$ cat src/logic/timer_pkg.sv
// Constants for the main free-running timer and the periodic tick source.
// Assumes one bus clock; the write window figure below is counted in bus cycles.
package timer_pkg;

	// Register byte addresses.
	localparam logic [15:0] TIMER_MASK_TWO_ADDR   = 16'h1024;
	localparam logic [15:0] TIMER_FLAGS_TWO_ADDR  = 16'h1025;
	localparam logic [15:0] RATE_CONTROL_ADDR     = 16'h1026;
	localparam logic [15:0] TEST_CONTROL_ADDR     = 16'h103E;
	localparam logic [15:0] COUNT_HIGH_ADDR       = 16'h100E;
	localparam logic [15:0] COUNT_LOW_ADDR        = 16'h100F;

	// Field positions.
	localparam int WRAP_BIT        = 7;
	localparam int TICK_BIT        = 6;
	localparam int PRESCALE_HI_BIT = 1;
	localparam int PRESCALE_LO_BIT = 0;
	localparam int RATE_HI_BIT     = 1;
	localparam int RATE_LO_BIT     = 0;
	localparam int BYPASS_BIT      = 2;

	// Prescaler select codes.
	localparam logic [1:0] PRESCALE_DIV1  = 2'h0;
	localparam logic [1:0] PRESCALE_DIV4  = 2'h1;
	localparam logic [1:0] PRESCALE_DIV8  = 2'h2;
	localparam logic [1:0] PRESCALE_DIV16 = 2'h3;

	// Reset values.
	localparam logic [15:0] COUNT_RESET    = 16'h0000;
	localparam logic [1:0]  PRESCALE_RESET = PRESCALE_DIV1;
	localparam logic [1:0]  RATE_RESET     = 2'h0;

	// Timing counts.
	localparam logic [6:0] WRITE_WINDOW_CYCLES = 7'h40;
	localparam int         TICK_DIV_BITS       = 13;

endpackage

$ cat src/logic/tick_if.sv
// Carries the rate select, clock enable and tick pulse between the timer and its tick source.
// Assumes both ends share the single bus clock.
`timescale 1ns/1ns
interface tick_if;
	logic [1:0] rate_sel;
	logic       ce;
	logic       tick;

	modport gen (input rate_sel, input ce, output tick);
	modport user (output rate_sel, output ce, input tick);
endinterface

$ cat src/logic/periodic_tick_gen.sv
// Free-running divider that produces the periodic tick pulse.
// Assumes synchronous active-low reset and the clock enable carried in the interface.
`timescale 1ns/1ns
module periodic_tick_gen
	import timer_pkg::*;
#(
	parameter int DIV_BITS = TICK_DIV_BITS
) (
	input  wire logic mclk,
	input  wire logic rst_n,
	tick_if.gen       link
);
	localparam int CW = DIV_BITS + 3;

	typedef struct packed {
		logic [CW-1:0] div;
		logic          tick;
	} tick_state_s;

	tick_state_s s_reg;
	tick_state_s s_next;
	logic [CW-1:0] mask;

	// The divider never resets mid-run, so the period is measured from the previous tick only.
	always_comb begin
		s_next = s_reg;
		mask = {CW{1'b1}} >> (2'h3 - link.rate_sel);
		s_next.div = s_reg.div + 1'b1;
		s_next.tick = ((s_reg.div & mask) == mask);
	end

	// One register stage; a low clock enable freezes the divider.
	always_ff @(posedge mclk) begin
		if (!rst_n) begin
			s_reg <= '0;
		end else if (link.ce) begin
			s_reg <= s_next;
		end
	end

	assign link.tick = s_reg.tick;
endmodule // periodic_tick_gen

$ cat src/logic/main_timer.sv
// Main 16-bit free-running timer with prescaler, wrap flag, counter bypass and periodic tick flag.
// Assumes a bus master with one-cycle strobes and read data expected one cycle later.
//
// The strobed register port was chosen for this implementation.
`timescale 1ns/1ns
module main_timer
	import timer_pkg::*;
#(
	parameter int TICK_BITS = TICK_DIV_BITS
) (
	input  wire logic        mclk,
	input  wire logic        rst_n,
	input  wire logic        ce,
	input  wire logic        special_mode,
	input  wire logic [15:0] addr,
	input  wire logic [7:0]  wdata,
	input  wire logic        wr,
	input  wire logic        rd,
	output logic      [7:0]  rdata,
	output logic             irq,
	output logic      [15:0] count_value
);

	typedef struct packed {
		logic [15:0] count;
		logic [3:0]  pre;
		logic [6:0]  win_cnt;
		logic        pr_written;
		logic [1:0]  prescale;
		logic        wrap_irq_en;
		logic        tick_irq_en;
		logic        wrap_flag;
		logic        tick_flag;
		logic [1:0]  rate_sel;
		logic        bypass;
		logic [7:0]  rdata;
		logic        irq;
	} timer_state_s;

	timer_state_s s_reg;
	timer_state_s s_next;

	logic advance;
	logic wrap_event;
	logic window_open;
	logic wr_mask;
	logic wr_flags;
	logic wr_rate;
	logic wr_test;

	tick_if tick_link ();

	assign tick_link.rate_sel = s_reg.rate_sel;
	assign tick_link.ce = ce;

	// The tick divider is separate from the prescaler, so the tick rate ignores prescale select.
	periodic_tick_gen #(
		.DIV_BITS (TICK_BITS)
	) u_tick (
		.mclk  (mclk),
		.rst_n (rst_n),
		.link  (tick_link)
	);

	// Address decode for writes.
	assign wr_mask  = wr && (addr == TIMER_MASK_TWO_ADDR);
	assign wr_flags = wr && (addr == TIMER_FLAGS_TWO_ADDR);
	assign wr_rate  = wr && (addr == RATE_CONTROL_ADDR);
	assign wr_test  = wr && (addr == TEST_CONTROL_ADDR);
	assign window_open = (s_reg.win_cnt < WRITE_WINDOW_CYCLES);

	// Count enable from the prescaler taps; bypass clocks the whole counter every cycle.
	always_comb begin
		if (s_reg.bypass) begin
			advance = 1'b1;
		end else begin
			case (s_reg.prescale)
				PRESCALE_DIV1:  advance = 1'b1;
				PRESCALE_DIV4:  advance = (s_reg.pre[1:0] == 2'h3);
				PRESCALE_DIV8:  advance = (s_reg.pre[2:0] == 3'h7);
				PRESCALE_DIV16: advance = (s_reg.pre == 4'hF);
				default:        advance = 1'b1;
			endcase
		end
	end

	assign wrap_event = advance && (s_reg.count == 16'hFFFF);

	// Next-state logic for counter, control bits, flags, read data and interrupt.
	always_comb begin
		s_next = s_reg;

		// Prescaler and counter run freely; nothing software writes stops them.
		s_next.pre = s_reg.pre + 4'h1;
		if (advance) begin
			s_next.count = s_reg.count + 16'h0001;
		end

		// The write window counts bus cycles after reset and then saturates.
		if (window_open) begin
			s_next.win_cnt = s_reg.win_cnt + 7'h01;
		end

		// Interrupt enables are always writable; the prescale field is time-protected outside special mode.
		if (wr_mask) begin
			s_next.wrap_irq_en = wdata[WRAP_BIT];
			s_next.tick_irq_en = wdata[TICK_BIT];
			if (special_mode || (window_open && !s_reg.pr_written)) begin
				s_next.prescale = {wdata[PRESCALE_HI_BIT], wdata[PRESCALE_LO_BIT]};
				s_next.pr_written = 1'b1;
			end
		end

		// Rate select has no protection window.
		if (wr_rate) begin
			s_next.rate_sel = {wdata[RATE_HI_BIT], wdata[RATE_LO_BIT]};
		end

		// Bypass is reachable only in special modes, so normal timing cannot be corrupted.
		if (wr_test && special_mode) begin
			s_next.bypass = wdata[BYPASS_BIT];
		end

		// Clear by writing one; a set in the same cycle wins over the clear.
		if (wr_flags && wdata[WRAP_BIT]) begin
			s_next.wrap_flag = 1'b0;
		end
		if (wr_flags && wdata[TICK_BIT]) begin
			s_next.tick_flag = 1'b0;
		end
		if (wrap_event) begin
			s_next.wrap_flag = 1'b1;
		end
		if (tick_link.tick) begin
			s_next.tick_flag = 1'b1;
		end

		// Read data is valid only in the cycle after the strobe.
		s_next.rdata = 8'h00;
		if (rd) begin
			case (addr)
				TIMER_MASK_TWO_ADDR: begin
					s_next.rdata[WRAP_BIT] = s_reg.wrap_irq_en;
					s_next.rdata[TICK_BIT] = s_reg.tick_irq_en;
					s_next.rdata[PRESCALE_HI_BIT] = s_reg.prescale[1];
					s_next.rdata[PRESCALE_LO_BIT] = s_reg.prescale[0];
				end
				TIMER_FLAGS_TWO_ADDR: begin
					s_next.rdata[WRAP_BIT] = s_reg.wrap_flag;
					s_next.rdata[TICK_BIT] = s_reg.tick_flag;
				end
				RATE_CONTROL_ADDR: begin
					s_next.rdata[RATE_HI_BIT] = s_reg.rate_sel[1];
					s_next.rdata[RATE_LO_BIT] = s_reg.rate_sel[0];
				end
				TEST_CONTROL_ADDR: s_next.rdata[BYPASS_BIT] = s_reg.bypass;
				COUNT_HIGH_ADDR:   s_next.rdata = s_reg.count[15:8];
				COUNT_LOW_ADDR:    s_next.rdata = s_reg.count[7:0];
				default:           s_next.rdata = 8'h00;
			endcase
		end

		// Level interrupt follows the flags, never the enables alone.
		s_next.irq = (s_next.wrap_flag && s_next.wrap_irq_en)
			|| (s_next.tick_flag && s_next.tick_irq_en);
	end

	// Single state register; reset is synchronous and a low clock enable freezes everything.
	always_ff @(posedge mclk) begin
		if (!rst_n) begin
			s_reg <= '0;
			s_reg.count <= COUNT_RESET;
			s_reg.prescale <= PRESCALE_RESET;
			s_reg.rate_sel <= RATE_RESET;
		end else if (ce) begin
			s_reg <= s_next;
		end
	end

	assign rdata = s_reg.rdata;
	assign irq = s_reg.irq;
	assign count_value = s_reg.count;
endmodule // main_timer

$ cat config.mk
export PLATFORM = sky130hd
export DESIGN_NAME = main_timer
export DESIGN_NICKNAME = d
export VERILOG_FILES = /design/src/logic/timer_pkg.sv /design/src/logic/tick_if.sv /design/src/logic/periodic_tick_gen.sv /design/src/logic/main_timer.sv
export SDC_FILE = /design/constraint.sdc
export NUM_CORES = 1
export LEC_CHECK = 0
export ABC_AREA = 1
export BUFFER_PORTS_ARGS = -buffer_cell sky130_fd_sc_hd__buf_2
export CAP_MARGIN = 10
export CORE_ASPECT_RATIO = 1.4
export CORE_UTILIZATION = 43
export CTS_CLUSTER_DIAMETER = 150
export DETAILED_ROUTE_END_ITERATION = 8
export GPL_TIMING_DRIVEN = 0
export PLACE_DENSITY_LB_ADDON = 0.2
export SETUP_SLACK_MARGIN = 0.05
export SLEW_MARGIN = 25
export SYNTH_ARGS = -nofsm -noshare
export SYNTH_HDL_FRONTEND = slang
export SYNTH_SLANG_ARGS = --single-unit
$ cat constraint.sdc
create_clock -name mclk -period 1.5 [get_ports mclk]
set_input_delay 0.075 -clock mclk [delete_from_list [all_inputs] [get_ports mclk]]
set_output_delay 0.075 -clock mclk [all_outputs]
set_load 0.01 [all_outputs]
[After elaboration in Yosys (flattened, before gate mapping)]
Index checks and enable logic that the tools add are counted.
Storage, ports and cells
  register bits: 63
  input bits: 30
  output and inout bits: 25
Cells by class
  add/subtract/negate cells: 5
  $lt $le $gt $ge: 1
  equality and inequality tests: 14
  shift-type cells: 1
  muxes and demuxes: 12
  bitwise logic cells: 1
  reductions and logical operators: 20
Operators with widths (count)
  $eq 16x13->1 const B: 6
  $add 16x1->16 const B: 2
  $and 16x16->16: 1
  $eq 16x16->1: 1
  $eq 16x16->1 const B: 1
  $pmux 2 s4: 2
  $shr 16x2->16 const A: 1
  $logic_and 1x1->1: 11
  $mux 8: 1
  $reduce_and 2->1: 4
  $add 7x1->7 const B: 1
  $lt 7x7->1 const B: 1
  $eq 2x2->1 const B: 3
  $pmux 3 s2: 1
  $mux 1: 5
  $add 4x1->4 const B: 1
  $eq 4x4->1 const B: 1
  $pmux 1 s4: 1
  $eq 3x3->1 const B: 1
  $pmux 1 s3: 1
  $reduce_and 3->1: 1
  $eq 2x1->1 const B: 1
  $logic_not 2->1: 1
  $logic_or 1x1->1: 2
  other kinds (3): 3

[Longest topological paths before layout]
  word-level depth: 7
  gate-level depth with buffers: 10
  depth with buffers taken out: 10

[Modules after synthesis]
Synthesis repeated with hierarchy kept, for this count alone.
Second synthesis, totals
  cells, all modules: 537
  area total of the unflattened synthesis: 3639.7 um^2
Modules (own cells, without submodules)
  main_timer: instances 1, cells an instance 409, area an instance 2753.9 um^2, sequential area each 920.9 um^2
  periodic_tick_gen: instances 1, cells an instance 128, area an instance 885.8 um^2, sequential area each 340.3 um^2

[Worst setup path before layout]
Ideal clock, no wire load.
  path kind: flip-flop to flip-flop
  start: reg s_reg[26] (netlist name)
  end: reg s_reg (netlist bit count_value[4])
  arrival: 1370 ps
  data required time: 1377 ps
  slack: 7 ps
  cell stages (with the launch flop): 10
  buffers on the path: 1
  path through: dfxtp_1 ha_1 ha_1 o21ai_0 nand3_1 nand2_1 buf_4 nor2_4 o21ai_0 a21oi_1
Between the ends
  word-level cells in the longest chain between the ends: 4
  elaborated cells between the ends (all ways): 6
  classes of those cells: eq/ne: 3; mux: 2; reduce/logical: 1
RTL lines
  start: declaration: RTL line main_timer.sv:40  | timer_state_s s_reg;
  start signal: assignment: RTL line main_timer.sv:176  | s_reg <= s_next;
  $eq 4x4->1 (tied with other cells): RTL line main_timer.sv:81  | PRESCALE_DIV16: advance = (s_reg.pre == 4'hF);
  $pmux 1 s4 (*): RTL line main_timer.sv:77  | case (s_reg.prescale)
  $mux 1 (*): RTL line main_timer.sv:74  | if (s_reg.bypass) begin
  $reduce_and 2->1 (no line) (*)
Every way passes the cells marked *; elsewhere a longest branch is shown, timed or not.
A chain may end at the register's enable or synchronous reset.

[Worst setup path in the final report]
  start: reg s_reg[27] (netlist name)
  end: reg s_reg (netlist bit count_value[9])
Same word-level chain as after synthesis.

==> results.txt <==
cell accounting for the most synthesized area: dfxtp_1
DRT Wirelength: 9900 um
Design Area, Final: 4400 um2
Final HPWL DP: 7050 um
most common cell after layout, fill and taps aside: nand2_1
worst slew pin tran: 0.699 ns
top cells by area, synth: dfxtp_1, nand2_1, nor2_1, buf_4, a21oi_1
Internal: 0.00264 W
reg2reg start: s_reg[27]
worst setup margin: -0.0390 ns
Design Power: 0.00354 W
Leakage: 1.87 nW
Max Transition Viols Final: 0
num ports: 55
CP Capture Type: flip-flop
synth warn: 0
clk slew on worst S/H paths: 0.07 ns
Finish-stage setup viols: 9
first-pass GRT wire length: 16200 um
Synth cell types: 33
logic gate share of total power: 9.0%
placed cell areas: 3910 um2
RSZ-0062 raised after global routing: yes
DRC: 0
vias: 3637
clock buffer depth: 2
FP Rows: 38
mapped cell area: 3520 um2
core area: 7850 um2
Sequential Power Share: 49.1%
number of cells produced by synthesis: 520
CTS Buf Count: 9
global route total overflow: 0
Crit Path Category: flip-flop to flip-flop
Ant. Diodes: 0
die area: 8550 um2
Final Hold Slack: 0.0210 ns
Mapped Avg Cell Area: 6.76 um2
largest net degree at the start of global routing: 11
max reg flops: 19
CTS Root Cell: clkbuf_8
layout overhead on the synthesized area: 25.1%
Final ANT Viol Nets: 0
top-area cell type share of the netlist area: 35.9%
Clock Latency Late Sink: 0.36 ns
WL per Instance: 14.2 um
Critical path origin: s_reg[27]
Max-cap violations: 0
NetSw: 0.000904 W
Clock power frac: 41.9%
Req. time, crit path: 1.79 ns
Setup Skew: 0.00948 ns
CTS tree: yes
FF+latch count, synth: 63
fill count: 781
HP Start: wdata[2]
pwr dens: 805 nW/um2
Max H-tree Level: 3
worst hold-check path type: primary input to flip-flop
Crit Path Max Fanout: 4
status: finished, violations left
failing checks: setup timing
most frequent cells in the layout: nand2_1, nor2_1, buf_2
Die H: 109 um
initial antenna violation count: 0
CP Data Arrival Time: 1.83 ns
chip width: 78.4 um
Final Hold Violating Endpoints: 0
initial core utilization: 44.8%
max_slew headroom: 53.4%
Mapped Nets: 555
gr usage total: 24.8%
Final period util: 103%
vias in the first global route: 3576
sw frac: 25.5%
share of cells above drive strength 1: 28.0%
Initial DRT Pass Iterations: 5
fmax: 650 MHz
kind of start point of the critical path: flip-flop
sequential area share after synthesis: 35.9%
vias per cell: 5.22
min Tclk post-route: 1.54 ns
routability cong.: 0.914
port buffer count: 50
Iteration-0 DRC Markers: 161
clock sinks: 63
Layout Nets: 628
final core utilization: 56.1%
Worst VDD drop: 554 uV
## Yosys cell counts, drive strengths merged
cell and n:
nand2 112, nor2 80, dfxtp 63, inv 54, a21oi 39, o21ai 37, buf 33, nand3 30
nand4 26, nor3 14, clkbuf 6, ha 5, a31oi 4, xnor2 4, nor3b 3, xor2 3
a211oi 2, clkinv 2, and3 1, nor4b 1, o211ai 1
## routing by layer
layer	vias up	share of wire, %	GRT usage (%)
met5	-	0	0
met2	98	53	45.9
met3	35	3.9	5.36
met4	0	3.9	15.9
li1	1826	-	-
met1	1678	39	24.9
## worst max-delay path: stages, from the launching register on
cell,delay (ns)
dfxtp_4,0.35
ha_4,0.17
ha_4,0.16
o21ai_2,0.12
nand3_2,0.10
nand2_4,0.11
buf_8,0.13
nor2_4,0.05
nand2_2,0.07
o21ai_2,0.06
nor2_2,0.14
## kinds of logic after synthesis
logic type                 share of synthesized area, %
adders and majority gates                          1.78
and+or+nand+nor                                    34.9
AOI/OAI and AO/OA                                  12.3
xor gates and xnor gates                           1.74
buffers and inverters                              13.5
DFF                                                35.9
## power groups by stage
stage / sequential, W / clock, W / combinational (W)
after floorplan: 0.00176 / 0 / 0.000167
after global placement: 0.00177 / 0 / 0.000264
after detailed placement: 0.00177 / 0 / 0.000272
after CTS: 0.00174 / 0.00150 / 0.000308
after global routing: 0.00174 / 0.00156 / 0.000357
final: 0.00174 / 0.00149 / 0.000319
## area by class of cell
class / instances / area, um2 / share of cell area, %
flip-flops and latches: 63 / 1280 / 29.1
clock buffers: 12 / 145 / 3.30
multi-input cells: 362 / 1940 / 44.2
repair buffers: 62 / 373 / 8.47
clock inverters: 3 / 43.8 / 0.995
plain buffers: 39 / 278 / 6.31
inverters: 56 / 210 / 4.78
well taps: 100 / 125 / 2.84
## final timing paths
| kind | end | slack [ns] | depth (start not counted) |
|---|---|---|---|
| setup reg to reg | count_value[9] | -0.04 | 10 |
| hold / removal | s_reg[9] | 0.02 | 3 |
| setup / recovery | count_value[9] | -0.04 | 10 |
| hold reg to reg | s_reg[18] | 0.46 | 2 |
## metrics by stage
stage / std cells / TNS, ns / setup WS, ns
floorplan: 520 / 0 / 0.0514
detailed placement: 670 / -3.01 / -0.246
CTS: 694 / -0.175 / -0.0303
global placement: 670 / -2.76 / -0.226
global route: 697 / -1.45 / -0.116
finish: 697 / -0.127 / -0.0390
## what timing repair did
item | 4_1_cts | 5_1_grt
gates resized for setup | 25 | 33
hold buffers | 2 | 0
setup endpoints to repair | 21 | 23
setup buffers | 5 | 3
gates cloned | 2 | 0
endpoints found under the hold margin | 2 | 0
pin swaps | 12 | 13
Power figures use the tool's default switching activity.
